## src/inc/pam_pkg.sv

```systemverilog
// Constants and types shared by the port A alternate-function multiplexer.
package pam_pkg;

	// Register indices on the plain register port.
	localparam logic [2:0] REG_SEL  = 3'h0;
	localparam logic [2:0] REG_DOUT = 3'h1;
	localparam logic [2:0] REG_DIR  = 3'h2;
	localparam logic [2:0] REG_PIN  = 3'h3;
	localparam logic [2:0] REG_STAT = 3'h4;

	// Values after reset.
	localparam logic [7:0] SEL_RST   = 8'h00;
	localparam logic [7:0] DOUT_RST  = 8'h00;
	localparam logic [7:0] DIR_RST   = 8'h00;
	localparam logic [7:0] OE_N_RST  = 8'hff;
	localparam logic [7:0] RDATA_RST = 8'h00;

	// Bit positions of the alternate functions within the select register.
	localparam int BIT_T0   = 0;
	localparam int BIT_T1   = 1;
	localparam int BIT_OE   = 2;
	localparam int BIT_CS   = 3;
	localparam int BIT_FWR  = 4;
	localparam int BIT_FRD  = 5;
	localparam int BIT_U0   = 6;
	localparam int BIT_U1   = 7;

	// Status register field positions.
	localparam int STAT_FETCH_SRC = 0;
	localparam int STAT_FETCH_EXT = 1;

	// Lowest code address that is fetched externally when the fetch source pin is low.
	localparam logic [15:0] CODE_BOUNDARY = 16'h1b40;

	// Serial port mode in which the data output pin carries serial data.
	localparam logic [1:0] UART_SYNC_MODE = 2'h0;

	typedef struct packed {
		logic [2:0] addr;
		logic [7:0] wdata;
		logic       wr;
		logic       rd;
	} pam_bus_t;

	// Alternate signals offered by the processor core.
	typedef struct packed {
		logic       t0_ovf;
		logic       t0_lo_ovf;
		logic       t0_split;
		logic       t1_ovf;
		logic       t1_lo_ovf;
		logic       t1_split;
		logic       mem_oe_n;
		logic       mem_cs_n;
		logic       fifo_wr_n;
		logic       fifo_rd_n;
		logic       u0_data;
		logic [1:0] u0_mode;
		logic       u1_data;
		logic [1:0] u1_mode;
	} pam_alt_t;

	typedef struct packed {
		logic prev;
		logic pulse;
	} pam_pulse_state_t;

	typedef struct packed {
		logic [7:0] sel;
		logic [7:0] dout;
		logic [7:0] dir;
		logic       fs_s1;
		logic       fs_s2;
		logic [7:0] pa_s1;
		logic [7:0] pa_s2;
		logic [7:0] db_s1;
		logic [7:0] db_s2;
		logic [7:0] pa_out;
		logic [7:0] pa_oe_n;
		logic       fetch_ext;
		logic [7:0] rdata;
		logic [7:0] db_out;
		logic       db_oe_n;
		logic       frd_prev;
		logic [7:0] fifo_rdata;
		logic       fifo_rvalid;
	} pam_state_t;

endpackage

```

## src/core/pam_ovf_pulse.sv

```systemverilog
// One-cycle overflow pulse of one timer, taken from the low byte in split mode.
`timescale 1ns/1ps
module pam_ovf_pulse (
	input  wire logic i_ref_clk,
	input  wire logic i_rstn,
	input  wire logic i_ovf,
	input  wire logic i_lo_ovf,
	input  wire logic i_split,
	output logic      o_pulse
);
	pam_pkg::pam_pulse_state_t st;
	pam_pkg::pam_pulse_state_t next_st;
	logic                      src;

	always_comb begin
		// In split mode only the low-byte counter drives the pulse.
		src           = i_split ? i_lo_ovf : i_ovf;
		next_st       = st;
		next_st.prev  = src;
		// Edge detection keeps the pulse at one cycle even if the event is held.
		next_st.pulse = src & ~st.prev;
	end

	always_ff @(posedge i_ref_clk or negedge i_rstn) begin
		if (!i_rstn) begin
			st <= '0;
		end else begin
			st <= next_st;
		end
	end

	assign o_pulse = st.pulse;

endmodule // pam_ovf_pulse

```

## src/core/pam_mux.sv

```systemverilog
// Port A alternate-function multiplexer with fetch-source decode and FIFO data path.
//
// Function
// Fetch source pin high sends every code fetch to external memory.
// Fetch source pin low sends fetches external only at or above 0x1b40.
// Pin 0 is port I/O when unselected, timer 0 overflow pulse when selected.
// Timer 0 overflow output is high exactly one clock per overflow.
// In timer 0 split mode the low-byte counter makes the pulse.
// Pin 1 is port I/O when unselected, timer 1 overflow pulse when selected.
// Timer 1 overflow output is high exactly one clock per overflow.
// In timer 1 split mode the low-byte counter makes the pulse.
// Pin 2 is port I/O or active-low external memory output enable.
// Pin 3 is port I/O or active-low external memory chip select.
// Pin 4 is port I/O or active-low external FIFO write strobe.
// Pin 5 is port I/O or active-low external FIFO read strobe.
// Pin 6 defaults to port I/O and carries serial port zero data when selected.
// Serial port zero output carries data only in mode 0, else stays 1.
// Pin 7 defaults to port I/O and carries serial port one data when selected.
// Serial port one output carries data only in mode 0, else stays 1.
// Selected FIFO strobes move data bus bytes between internal and external FIFOs.
// After reset every select bit is clear and every pin is an undriven input.
// Selection switches each pin mux, taking effect at the next clock edge.
`timescale 1ns/1ps
module pam_mux (
	input  wire logic              i_ref_clk,
	input  wire logic              i_rstn,
	input  wire pam_pkg::pam_bus_t i_bus,
	output logic [7:0]             o_rdata,
	input  wire pam_pkg::pam_alt_t i_alt,
	input  wire logic              i_fetch_source_select,
	input  wire logic [15:0]       i_code_addr,
	output logic                   o_fetch_external,
	input  wire logic [7:0]        i_pa_in,
	output logic [7:0]             o_pa_out,
	output logic [7:0]             o_pa_oe_n,
	input  wire logic [7:0]        i_db_in,
	output logic [7:0]             o_db_out,
	output logic                   o_db_oe_n,
	input  wire logic [7:0]        i_fifo_wdata,
	output logic [7:0]             o_fifo_rdata,
	output logic                   o_fifo_rvalid
);
	pam_pkg::pam_state_t st;
	pam_pkg::pam_state_t next_st;
	logic                timer0_overflow_pulse;
	logic                timer1_overflow_pulse;
	logic [7:0]          alt;

	pam_ovf_pulse u_t0 (
		.i_ref_clk (i_ref_clk),
		.i_rstn    (i_rstn),
		.i_ovf     (i_alt.t0_ovf),
		.i_lo_ovf  (i_alt.t0_lo_ovf),
		.i_split   (i_alt.t0_split),
		.o_pulse   (timer0_overflow_pulse)
	);

	pam_ovf_pulse u_t1 (
		.i_ref_clk (i_ref_clk),
		.i_rstn    (i_rstn),
		.i_ovf     (i_alt.t1_ovf),
		.i_lo_ovf  (i_alt.t1_lo_ovf),
		.i_split   (i_alt.t1_split),
		.o_pulse   (timer1_overflow_pulse)
	);

	always_comb begin
		alt                   = '0;
		alt[pam_pkg::BIT_T0]  = timer0_overflow_pulse;
		alt[pam_pkg::BIT_T1]  = timer1_overflow_pulse;
		alt[pam_pkg::BIT_OE]  = i_alt.mem_oe_n;
		alt[pam_pkg::BIT_CS]  = i_alt.mem_cs_n;
		alt[pam_pkg::BIT_FWR] = i_alt.fifo_wr_n;
		alt[pam_pkg::BIT_FRD] = i_alt.fifo_rd_n;
		// Outside the synchronous mode the serial data pins idle high.
		alt[pam_pkg::BIT_U0]  = (i_alt.u0_mode == pam_pkg::UART_SYNC_MODE) ?
			i_alt.u0_data : 1'b1;
		alt[pam_pkg::BIT_U1]  = (i_alt.u1_mode == pam_pkg::UART_SYNC_MODE) ?
			i_alt.u1_data : 1'b1;
	end

	always_comb begin
		next_st = st;

		// Two-stage synchronisers for every pin-level input.
		next_st.fs_s1 = i_fetch_source_select;
		next_st.fs_s2 = st.fs_s1;
		next_st.pa_s1 = i_pa_in;
		next_st.pa_s2 = st.pa_s1;
		next_st.db_s1 = i_db_in;
		next_st.db_s2 = st.db_s1;

		next_st.fetch_ext = st.fs_s2 | (i_code_addr >= pam_pkg::CODE_BOUNDARY);

		// Each pin picks port data or its alternate signal from its own select bit.
		for (int i = 0; i < 8; i++) begin
			if (st.sel[i]) begin
				next_st.pa_out[i]  = alt[i];
				next_st.pa_oe_n[i] = 1'b0;
			end else begin
				next_st.pa_out[i]  = st.dout[i];
				next_st.pa_oe_n[i] = ~st.dir[i];
			end
		end

		// The data bus drives internal FIFO bytes while pin 4 is selected and the write strobe is low.
		next_st.db_out  = i_fifo_wdata;
		next_st.db_oe_n = ~(st.sel[pam_pkg::BIT_FWR] & ~i_alt.fifo_wr_n);

		// A read byte is taken as the read strobe rises again.
		next_st.frd_prev    = i_alt.fifo_rd_n;
		next_st.fifo_rvalid = st.sel[pam_pkg::BIT_FRD] & i_alt.fifo_rd_n & ~st.frd_prev;
		if (next_st.fifo_rvalid) begin
			next_st.fifo_rdata = st.db_s2;
		end

		if (i_bus.wr) begin
			unique case (i_bus.addr)
				pam_pkg::REG_SEL: begin
					next_st.sel = i_bus.wdata;
				end
				pam_pkg::REG_DOUT: begin
					next_st.dout = i_bus.wdata;
				end
				pam_pkg::REG_DIR: begin
					next_st.dir = i_bus.wdata;
				end
				default: begin
				end
			endcase
		end

		// Read data stands only in the cycle after the strobe; unmapped reads give zero.
		next_st.rdata = '0;
		if (i_bus.rd) begin
			unique case (i_bus.addr)
				pam_pkg::REG_SEL: begin
					next_st.rdata = st.sel;
				end
				pam_pkg::REG_DOUT: begin
					next_st.rdata = st.dout;
				end
				pam_pkg::REG_DIR: begin
					next_st.rdata = st.dir;
				end
				pam_pkg::REG_PIN: begin
					next_st.rdata = st.pa_s2;
				end
				pam_pkg::REG_STAT: begin
					next_st.rdata[pam_pkg::STAT_FETCH_SRC] = st.fs_s2;
					next_st.rdata[pam_pkg::STAT_FETCH_EXT] = st.fetch_ext;
				end
				default: begin
					next_st.rdata = '0;
				end
			endcase
		end
	end

	always_ff @(posedge i_ref_clk or negedge i_rstn) begin
		if (!i_rstn) begin
			st             <= '0;
			st.sel         <= pam_pkg::SEL_RST;
			st.dout        <= pam_pkg::DOUT_RST;
			st.dir         <= pam_pkg::DIR_RST;
			st.pa_oe_n     <= pam_pkg::OE_N_RST;
			st.rdata       <= pam_pkg::RDATA_RST;
			st.db_oe_n     <= 1'b1;
			st.frd_prev    <= 1'b1;
		end else begin
			st <= next_st;
		end
	end

	assign o_rdata          = st.rdata;
	assign o_fetch_external = st.fetch_ext;
	assign o_pa_out         = st.pa_out;
	assign o_pa_oe_n        = st.pa_oe_n;
	assign o_db_out         = st.db_out;
	assign o_db_oe_n        = st.db_oe_n;
	assign o_fifo_rdata     = st.fifo_rdata;
	assign o_fifo_rvalid    = st.fifo_rvalid;
endmodule // pam_mux

```

## config.mk

```make
export PLATFORM = sky130hd
export DESIGN_NAME = pam_mux
export DESIGN_NICKNAME = d
export VERILOG_FILES = /design/src/inc/pam_pkg.sv /design/src/core/pam_ovf_pulse.sv /design/src/core/pam_mux.sv
export SDC_FILE = /design/constraint.sdc
export NUM_CORES = 1
export LEC_CHECK = 0
export BUFFER_PORTS_ARGS = -buffer_cell sky130_fd_sc_hd__buf_2
export CORE_AREA = 5 5 91 93
export CTS_CLUSTER_SIZE = 8
export DETAILED_ROUTE_END_ITERATION = 16
export DIE_AREA = 0 0 96 98
export MAX_ROUTING_LAYER = met4
export PLACE_DENSITY = 0.88
export SLEW_MARGIN = 20
export SYNTH_ARGS = -nofsm -noshare
export SYNTH_HDL_FRONTEND = slang
export SYNTH_SLANG_ARGS = --single-unit
```

## constraint.sdc

```tcl
create_clock -name i_ref_clk -period 4.25 [get_ports i_ref_clk]
set_clock_uncertainty 0.2 [all_clocks]
set_input_delay 0.425 -clock i_ref_clk [delete_from_list [all_inputs] [get_ports i_ref_clk]]
set_output_delay 0.425 -clock i_ref_clk [all_outputs]
set_load 0.02 [all_outputs]
```

== Yosys cells after proc, flatten, opt, wreduce, memory -nomap -nowiden ==
Cells that the tools add are included.

* Register bits after elaboration: 106
* Bits in latches: 0
* RAM bits: 0
* Memory bits (read-only): 0
* Output and inout port bits: 43
* Memories kept: 0

* $add $sub $neg: 0
* Multipliers: 0
* Div/mod/pow operators: 0
* $lt $le $gt $ge: 1
* Equality and inequality tests: 4
* Shift-type cells: 0
* Multiplexer cells: 23
* Bitwise gates (word level): 19
* Reductions and logical operators: 6

{| class="wikitable"
|+ Operators with widths
! cell !! number
|-
| case mux 6 bit (4 select lines) || 1
|-
| two-way mux 1 bit || 20
|-
| greater-or-equal comparator 16 x 13 -> 1 bit, second input constant || 1
|-
| inverter 1 bit || 13
|-
| case mux 2 bit (5 select lines) || 1
|-
| two-way mux 8 bit || 1
|-
| == test 3 x 2 -> 1 bit, second input constant || 2
|-
| AND reduction 2 bit || 3
|-
| bitwise AND 1 bit || 5
|-
| logical NOT 2 bit || 2
|-
| == test 3 x 1 -> 1 bit, second input constant || 1
|-
| == test 3 bit, second input constant || 1
|-
| logical NOT 3 bit || 1
|-
| OR 1 bit || 1
|}

== Logic depth before layout (Yosys ltp) ==
Gate-level depths: netlist of run 1.

* Word-level depth: 3
* Mapped depth: 5

== By module ==
Synthesis of run 1 repeated with hierarchy kept, for this count alone.

* Cell total of the unflattened synthesis: 258
* Area, all modules: 3970.1 µm²

{| class="wikitable"
|+ By module, submodules not included
! module !! times used !! cells an instance !! area each (µm²)
|-
| pam_mux || 1 || 250 || 3812.4
|-
| pam_ovf_pulse || 2 || 4 || 78.8
|}

== Worst setup path before layout of run 1 ==
Ideal clock, no wire load.

* Path kind: input -> register
* From: in i_bus[11] (netlist bit)
* To: reg st[100] (netlist bit)
* Library setup time: 0.125 ns
* Data arrival time: 1.411 ns
* Data required time: 3.925 ns
* Path slack: 2.514 ns
* Cell stages on the path: 3
* Buffers on the path: 1
* Cell sequence: buf_4 > nor4b_4 > mux2_2

* Word-level cells in the longest chain between the ends: 2

{| class="wikitable"
|+ Ends and longest elaborated chain
! item !! RTL line !! RTL
|-
| start: declaration || pam_mux.sv:27 || <nowiki>input wire pam_pkg::pam_bus_t i_bus,</nowiki>
|-
| logical NOT 3 bit || pam_mux.sv:118 || <nowiki>unique case (i_bus.addr)</nowiki>
|-
| AND reduction 2 bit (no source line) || -- ||
|-
| end signal: assignment || pam_mux.sv:171 || <nowiki>st <= next_st;</nowiki>
|-
| end: declaration || pam_mux.sv:43 || <nowiki>pam_pkg::pam_state_t st;</nowiki>
|}

No other way between the ends.
A chain may end at the register's enable or synchronous reset.

== Worst setup path after layout of run 1 ==
* From: in i_bus[10] (netlist bit)
* To: reg st[89] (netlist bit)

* Word-level cells in the longest chain between the ends: 2

{| class="wikitable"
|+ Ends and longest elaborated chain
! item !! RTL line
|-
| == test 3 x 1 -> 1 bit || pam_mux.sv:118
|-
| AND reduction 2 bit (no source line) || --
|}

No other way between the ends.

==> metrics, run 1 <==
Worst Path Arrival 1950 ps; Setup Viol. Count Final 0; FF+latch area about 0.0027 mm2; FMAX 520 MHz; FF+latch count, synth 106; routability cong. 0.749; largest net degree at the start of global routing slightly above 80; actual slew at the worst max-slew pin 949 ps; mux contribution to synthesized area 14.8%; GRT Residual Overflow 0; Die Height 98 um; CTS H-tree lvls 3; Tot GR Track Use 16.0%; CP max stage delay 660 ps; routed len/inst 14.3 um; main combinational cell family by area after synthesis multiplexers; drt pass-1 iters 4; Tcrit/Tclk final 45.2%; Worst setup EP type flip-flop; first-iteration detailed-routing DRC count 57; vias in the first global route 2333; Layout Cells excl Fill 468; CTS tree built; Sink Count 106; Critical Path Fanout Max 21; Worst EP required 4280 ps; # port buffers ~110; Die ar. 0.00941 mm2; Max Root-Sink Buffers 2; Synth cell types 30; cts bufs inserted 9; cell family with most CP delay simple AND/OR/NAND/NOR gates; most frequent cells in the layout buf_2 (107), dfrtp_1 (96), mux2_2 (40); initial cell density of the core a little over half; Nets 433; Post-Synth Simple-Gate Area 5.76%; area grow syn2layout 19.9%; placed insts 426; DR vias/cell 4.63; # IOs 115; Compound-Gate Fraction of Synth Area 2.45%; Post-Syn Area approximately 0.0039 mm2; CP max-delay cell nor4bb_4; CP Class input pin to flip-flop; DRC 0; initial antenna violation count 0; post-DP HPWL roughly 4.7 mm; RSZ-0062 raised after global routing false; status finished, final reports clean; max-cap viol count 0; # diodes 0; Die W around 96 um; Post-Route Setup TNS 0 ps; post_cts resized 0; PD cells roughly 470 mW/mm2; Avg Inst Size Synth roughly 15 um2; sequential share of the synthesized area 67.8%; Pleak between 2 and 2.5 nW; adder-cell share of the synthesized area 0%; min-delay worst type input pin to asynchronous set/reset pin; Fill cells 594; Antenna Nets Post-Route 0; worst-path cell chain buf_2 -> nor4bb_4 -> mux2_2; Worst Path Buf+Inv 1; Cells after Synth approximately 260; clock latency on the worst-skew pair 360 ps; via count roughly 2200; final core occ 63.3%; net count after synthesis 335; Worst-path clk slew 100 ps; Max VDD drop between 0.0002 and 0.0003 V; CTS Root Cell clkbuf_8; Post-Route WL 6.71 mm; core area roughly 0.0074 mm2; Yosys warning count 0; worst rel slew slack 36.8%; Hold Fails Final Rpt 0; # rows 32; Worst setup SP type input pin; share of cells above drive strength 1 49.5%; commonest non-fill, non-tap cell in the layout buf_2; post-synthesis xor/xnor area fraction 0%; Multi-input gate area slightly above 900 um2; first-pass GRT wire length 11.0 mm; Slew Viols, Final 0; Period minus WS final 1920 ps
## layer usage
metal / GRT usage, % / up-vias / part of all wire [%]
met5: - / - / 0
met4: 7.44 / 0 / 2.6
li1: - / 1040 / -
met1: 18.9 / 1051 / 39
met3: 2.62 / 14 / 4.5
met2: 26.3 / 61 / 54
## worst paths after layout
| path | cells after the start | startpoint | endpoint | slack, ps |
|---|---|---|---|---|
| max in group asynchronous | 2 | i_rstn | next_st[62] | 2930 |
| worst max-delay path | 3 | i_bus[10] | st[89] | 2330 |
| worst min-delay path | 1 | i_rstn | o_fetch_external | 3 |
| min in group i_ref_clk | 3 | i_code_addr[13] | o_fetch_external | 60 |
| worst min register to register | 0 | next_st[45] | st[45] | 160 |
| worst max register to register | 3 | st[99] | o_fifo_rdata[4] | 2770 |
## flip-flops by register name, indices dropped and copies added, names as in the netlist, 8 cells and up
signal        count
next_st          17
o_db_out          8
o_fifo_rdata      8
o_pa_oe_n         8
o_pa_out          8
o_rdata           8
st               42
## cell usage after synthesis
cell type	instances	area (um2)
a211oi_1	1	7.51
dfrtp_1	96	2400
nor3_1	3	15.0
buf_6	1	11.3
nand2_1	5	18.8
and2_1	6	37.5
clkbuf_1	1	3.75
o211a_1	1	10.0
mux4_2	1	22.5
inv_1	3	11.3
mux2i_1	11	110
mux2_2	40	450
nor4_1	1	6.26
dfstp_2	10	263
clkbuf_2	1	5.00
buf_4	41	308
nor2b_1	3	18.8
or2_2	2	12.5
o311a_1	1	10.0
a21oi_1	3	15.0
o211ai_1	1	7.51
nor2_1	13	48.8
buf_2	4	20.0
and4bb_2	1	12.5
o22ai_1	5	31.3
o21ai_0	3	15.0
and4b_1	1	10.0
nor4b_4	1	23.8
nor4bb_1	1	10.0
nand2b_1	2	12.5
## where the power goes
part / internal (mW) / total, mW / switching, mW / leakage (nW)
Combinational: 0.197 / 0.420 / 0.223 / 0.941
Clock: 0.216 / 0.543 / 0.327 / 0.0818
Sequential: 1.17 / 1.24 / 0.0743 / 1.25
## metrics by stage
step	setup WS, ps	hold WS, ps	instance area, um2	power [mW]
6_report	2330	3.42	4710	2.21
2_1_floorplan	2510	-70.6	3930	1.61
4_1_cts	1960	37.0	4700	2.24
3_3_place_gp	1640	132	4270	1.65
5_1_grt	2240	69.9	4710	2.32
3_5_place_dp	1570	135	4270	1.67
## final cells by class
type | instances | share of cell area [%]
clock buffer | 9 | 2.63
sequential | 106 | 56.5
multi-input combinational | 106 | 19.5
timing repair buffer | 135 | 17.2
tap | 102 | 2.71
clock inverter | 7 | 1.14
inverter | 3 | 0.239
## what timing repair did
item | CTS | global route
endpoints found under the hold margin | 26 | 0
hold buffers | 26 | 0
buffers inserted | 0 | 0
setup endpoints to repair | 0 | 0
## kinds of logic (layout without fill, tap and decap cells)
kind of cell	after synthesis	count (layout)
AOI/OAI and AO/OA	15	15
buffers and inverters	51	154
muxes	52	52
DFF	106	106
and+or+nand+nor	39	39
No activity file was read; power rests on OpenSTA's default activity.
==> run 2: changes to the inputs <==
--- a/config.mk
+++ b/config.mk
@@ -6,12 +6,12 @@
 export NUM_CORES = 1
 export LEC_CHECK = 0
 export BUFFER_PORTS_ARGS = -buffer_cell sky130_fd_sc_hd__buf_2
-export CORE_AREA = 5 5 91 93
+export CORE_AREA = 5 5 99 101
 export CTS_CLUSTER_SIZE = 8
 export DETAILED_ROUTE_END_ITERATION = 16
-export DIE_AREA = 0 0 96 98
+export DIE_AREA = 0 0 104 106
 export MAX_ROUTING_LAYER = met4
-export PLACE_DENSITY = 0.88
+export PLACE_DENSITY = 0.8
 export SLEW_MARGIN = 20
 export SYNTH_ARGS = -nofsm -noshare
 export SYNTH_HDL_FRONTEND = slang
==> constraint.sdc (replaced) <==
create_clock -name i_ref_clk -period 1.66 [get_ports i_ref_clk]
set_clock_uncertainty 0.2 [all_clocks]
set_input_delay 0.166 -clock i_ref_clk [delete_from_list [all_inputs] [get_ports i_ref_clk]]
set_output_delay 0.166 -clock i_ref_clk [all_outputs]
set_load 0.02 [all_outputs]
==> metrics, run 2 (same netlist as run 1, synthesis figures left out) <==
final core occ 57.7% (-5.6 points); CP startpoint i_alt[13]; P_sw 1.74 mW (+180%); core area 0.00893 mm2 (+20%); logic gate share of total power 19.9% (+0.8 points); r2r startpoint st[99]; initial cell density of the core 44.0% (-8.8 points); Worst EP required 1710 ps (-2570 ps); GRT Residual Overflow 0 (unchanged); cts bufs inserted 9 (unchanged); Post-Route WL 7.77 mm (+16%); CP max stage delay 560 ps (-100 ps); CTS tree built; Final Worst Setup Slack 34.3 ps (-2290 ps); Tcrit/Tclk final 97.9%; max-cap viol count 0 (unchanged); clock latency on the worst-skew pair 380 ps (+20 ps); CP Class input pin to flip-flop; Setup Viol. Count Final 0 (unchanged); Die W 104 um (+8.3%); # diodes 0 (unchanged); vias in the first global route 2633 (+13%); Max VDD drop 0.000428 V (+55%); Post-Route Setup TNS 0 ps (unchanged); largest net degree at the start of global routing 40 (-51%); Worst Path Arrival 1680 ps (-270 ps); worst-path cell chain dlygate4sd3_1 -> buf_2 -> mux2_2 -> dlygate4sd3_1; Critical Path Fanout Max 2 (-90%); status finished, final reports clean; Antenna Nets Post-Route 0 (unchanged); internal power 4.16 mW (+160%); initial antenna violation count 0 (unchanged); Hold Fails Final Rpt 0 (unchanged); routed len/inst 15.0 um (+4.6%); actual slew at the worst max-slew pin 471 ps (-478 ps); RSZ-0062 raised after global routing false; Worst-path clk slew 120 ps (+20 ps); Tot GR Track Use 15.3% (-0.61 points); DR vias/cell 4.58 (-1.1%); Sw Ratio 29.5% (+1.2 points); via count 2370 (+9.4%); Max Root-Sink Buffers 2 (unchanged); PD cells 1140 mW/mm2 (+140%); routability cong. 0.803 (+7.3%); CTS H-tree lvls 3 (unchanged); clock share of power 26.1% (+1.5 points); Seq pwr share 54.0% (-2.3 points); DRC 0 (unchanged); Most Frequent Cell on Critical Path dlygate4sd3_1; # rows 35 (+9.4%); drt pass-1 iters 4 (unchanged); # IOs 115 (unchanged); Slew Viols, Final 0 (unchanged); # port buffers 108 (unchanged); CTS Root Cell clkbuf_8; worst rel slew slack 68.5% (+32 points); Pleak 2.48 nW (+9.0%); share of cells above drive strength 1 47.4% (-2.0 points); post-DP HPWL 5.18 mm (+11%); Die Height 106 um (+8.2%); Layout Cells excl Fill 518 (+11%); Sink Count 106 (unchanged); Worst Path Buf+Inv 3 (+2); Die ar. 0.0110 mm2 (+17%); area grow syn2layout 31.2%; Top reg by flops st; first-pass GRT wire length 12.9 mm (+16%); Worst setup EP type flip-flop; Nets 474 (+9.5%); most frequent cells in the layout buf_2 (107), dfrtp_1 (96), dlygate4sd3_1 (56); Period minus WS final between 1500 and 2000 ps; first-iteration detailed-routing DRC count 74 (+30%); Worst setup SP type input pin; pre-CTS setup slack 131 ps (-1440 ps); max reg flops 42 (unchanged); commonest non-fill, non-tap cell in the layout buf_2; placed insts 445 (+4.5%); CP max-delay cell dlygate4sd3_1; FMAX 615 MHz; cell family with most CP delay buffers and inverters; min-delay worst type input pin to asynchronous set/reset pin
[run 2: changes by cell type in the layout (fill, tap and decap cells not counted), moves of 2 or more]
cell | before | now
dlygate4sd3_1 | 26 | 56
buf_4 | 2 | 11
clkinvlp_4 | 3 | 0
buf_12 | 0 | 2
clkinv_8 | 0 | 2
inv_6 | 1 | 3
[run 2: path summary, 6_finish.rpt]
| kind | to | slack, ps | cells past startpoint |
|---|---|---|---|
| worst max-delay path | u_t0.st[1] | 30 | 4 |
| worst min-delay path | o_fifo_rdata[6] | 70 | 2 |
| worst max register to register | o_fifo_rdata[2] | 140 | 3 |
| worst min register to register | st[51] | 150 | 0 |
| max in group asynchronous | o_pa_oe_n[1] | 550 | 3 |
| min in group i_ref_clk | o_rdata[1] | 80 | 3 |
[run 2: metal layers]
metal | vias up | share of wire (%) | routed length, um | global-route usage [%]
met2 | 73 | 56 | 4360 | 27.5
li1 | 1118 | - | - | -
met1 | 1165 | 37 | 2860 | 16.4
met5 | - | 0 | 0 | -
met3 | 14 | 5.2 | 404 | 3.40
met4 | 0 | 1.9 | 150 | 6.48
[run 2: layout make-up]
cell class	instances	area, um2
timing repair buffer	176	1220
multi-input combinational	106	921
sequential	106	2670
fill	731	3780
tap	111	139
inverter	3	11.3
clock inverter	7	78.8
clock buffer	9	124
[run 2: stage by stage]
stage          hold WS, ps  power [mW]  cell area, um2
2_1_floorplan         -330        4.11            3930
3_3_place_gp         -61.5        4.26            4380
3_5_place_dp         -45.7        4.31            4380
5_1_grt               93.8        6.23            5160
6_report              69.7        5.90            5160
4_1_cts               54.7        5.96            5110
[run 2: timing repair]
item                                    4_1_cts  5_1_grt
buffers inserted                              0        1
endpoints found under the hold margin       160        2
endpoints found under the setup margin        0        3
hold buffers                                 53        5
resized for setup                             0        2
[run 2: power by group through the flow]
stage | clock network [mW] | logic (mW) | registers [mW]
final | 1.54 | 1.18 | 3.19
after global routing | 1.71 | 1.28 | 3.24
after CTS | 1.60 | 1.17 | 3.19
after detailed placement | 0 | 1.07 | 3.24
after global placement | 0 | 1.04 | 3.21
after floorplan | 0 | 0.924 | 3.19
==> run 3: changes to the inputs <==
--- a/config.mk
+++ b/config.mk
@@ -5,6 +5,7 @@
 export SDC_FILE = /design/constraint.sdc
 export NUM_CORES = 1
 export LEC_CHECK = 0
+export ABC_AREA = 1
 export BUFFER_PORTS_ARGS = -buffer_cell sky130_fd_sc_hd__buf_2
 export CORE_AREA = 5 5 99 101
 export CTS_CLUSTER_SIZE = 8
==> metrics, run 3 <==
status finished, final reports clean; Hold Fails Final Rpt 0 (unchanged); sequential share of the synthesized area 67.7% (about the same); Period minus WS final 1580 ps (-42.2 ps); Slew Viols, Final 0 (unchanged); adder-cell share of the synthesized area 0% (unchanged); # IOs 115 (unchanged); Area after DPL 0.00437 mm2 (-0.23%); Compound-Gate Fraction of Synth Area 6.11% (+3.7 points); share of cells above drive strength 1 32.7% (-15 points); Max Root-Sink Buffers 2 (unchanged); min-delay worst type input pin to flip-flop; post-synthesis xor/xnor area fraction 0% (unchanged); Nets 562 (+19%); FMAX 632 MHz (+2.7%); CP Class input pin to flip-flop; Max VDD drop 0.000454 V (+6.0%); drt pass-1 iters 4 (unchanged); DR vias/cell 4.58 (about the same); largest cells by area after synthesis dfrtp_1 (61%), buf_4 (7.6%), nand2_1 (7.1%); GRT Residual Overflow 0 (unchanged); Post-Route WL 8.45 mm (+8.7%); vias in the first global route 2965 (+13%); cell with the most instances after synthesis dfrtp_1; Top reg by flops st; max reg flops 42 (unchanged); Pleak 2.60 nW (+4.8%); Post-Syn Area 0.00393 mm2 (about the same); Critical Path Fanout Max 1 (-1); via count 2778 (+17%); core area 0.00893 mm2 (unchanged); mux contribution to synthesized area 0.573% (-14 points); post-DP HPWL 5.62 mm (+8.4%); PD cells 1130 mW/mm2 (-1.4%); Worst-path clk slew 110 ps (about the same); Die Height 106 um (unchanged); worst rel slew slack 73.1% (+4.6 points); initial antenna violation count 1 (+1); cell area after layout 0.00515 mm2 (-0.19%); Post-synth EDFFs 0 (unchanged); Post-Route Setup TNS 0 ps (unchanged); Die W 104 um (unchanged); postcts setup bufs 0 (unchanged); Post-Synth Simple-Gate Area 14.9% (+9.2 points); Yosys warning count 0 (unchanged); # rows 35 (unchanged); area fraction of the dominant cell type after synthesis 61.1% (about the same); final core occ 57.6% (-0.11 points); share of flip-flops with an asynchronous set or reset 100% (unchanged); Tot GR Track Use 16.5% (+1.1 points); Synth cell types 26 (-13%); DRC 0 (unchanged); routed len/inst 13.9 um (-7.3%); main combinational cell family by area after synthesis simple AND/OR/NAND/NOR gates; Tcrit/Tclk final 95.4% (-2.5 points); initial cell density of the core 44.0% (about the same); actual slew at the worst max-slew pin 403 ps (-68.0 ps); routability cong. 0.853 (+6.3%); cts bufs inserted 9 (unchanged); most frequent cells in the layout buf_2 (107), dfrtp_1 (96), nand2_1 (74); net count after synthesis 424 (+27%); FF+latch count, synth 106 (unchanged); CTS tree built; RSZ-0062 raised after global routing false; max-cap viol count 0 (unchanged); CTS H-tree lvls 3 (unchanged); first-pass GRT wire length 14.2 mm (+10%); Yosys top cell by area dfrtp_1; Worst setup SP type input pin; first-iteration detailed-routing DRC count 140 (+89%); # port buffers 108 (unchanged); Worst setup EP type flip-flop; Worst EP required 1710 ps (about the same); Die ar. 0.0110 mm2 (unchanged); Worst Path Arrival 1640 ps (-40 ps); area grow syn2layout 30.9%; clock latency on the worst-skew pair 370 ps (about the same); commonest non-fill, non-tap cell in the layout buf_2; top_reg_cell synth dfrtp_1; CTS Root Cell clkbuf_8; Cells after Synth 352 (+34%); Antenna Nets Post-Route 0 (unchanged); Post-synth top cells dfrtp_1 (96), nand2_1 (74), buf_4 (40); Setup Viol. Count Final 0 (unchanged); Avg Inst Size Synth 11.2 um2 (-25%); Sink Count 106 (unchanged); largest net degree at the start of global routing 42 (+5.0%)
## run 3: final timing paths
path | slack, ps | endpoint | start | cells after the start
setup reg to reg | 170 | o_pa_out[6] | st[100] | 3
setup / recovery | 80 | o_pa_out[6] | i_alt[5] | 5
max in group asynchronous | 590 | o_pa_oe_n[7] | i_rstn | 3
hold / removal | 40 | st[79] | i_bus[1] | 3
min in group asynchronous | 60 | o_db_out[7] | i_rstn | 2
hold reg to reg | 160 | st[62] | next_st[62] | 0
## run 3: kinds of logic after synthesis
kind of cell / Yosys count
buffers and inverters: 68
AO/OA/AOI/OAI: 40
AND/OR/NAND/NOR: 136
flip-flops: 106
multiplexers: 2
## run 3: power by group
part | switching [mW] | leakage, nW | internal, mW | total [mW]
combinational | 0.656 | 1.22 | 0.447 | 1.10
clock | 0.950 | 0.103 | 0.603 | 1.55
sequential | 0.186 | 1.28 | 2.97 | 3.15
## run 3: repair_timing
action,in CTS,in global routing
hold buffers,55,4
hold endpoints to repair,169,2
endpoints found under the setup margin,0,2
resized for setup,0,1
## run 3: worst max-delay path: stages
cell	delay [ps]
dlygate4sd3_1	530
buf_2	120
o31ai_1	160
dlygate4sd3_1	570
o21ai_0	80
## run 3: area by class of cell
cell class | count | area [um2]
tap | 111 | 139
clock buffer | 9 | 124
fill | 757 | 3790
clock inverter | 7 | 76.3
timing repair buffer | 174 | 1210
sequential | 106 | 2670
inverter | 21 | 78.8
antenna | 1 | 2.50
multi-input combinational | 178 | 856
## run 3: per-stage QoR
step | setup slack, ps | total power [mW] | hold slack, ps | std cells
final | 76.5 | 5.81 | 40.1 | 607
after global routing | 50.9 | 6.13 | 34.6 | 607
after CTS | 83.3 | 5.87 | 25.0 | 604
after detailed placement | 150 | 4.20 | -81.7 | 533
after global placement | 242 | 4.15 | -91.8 | 533
after floorplan | 360 | 4.00 | -330 | 352
## run 3: layer usage
metal	wire length [um]	GRT usage, %	up-vias
met5	0	-	-
met4	167	5.46	0
met3	421	4.49	13
met2	4370	27.6	78
met1	3490	19.3	1333
li1	-	-	1354
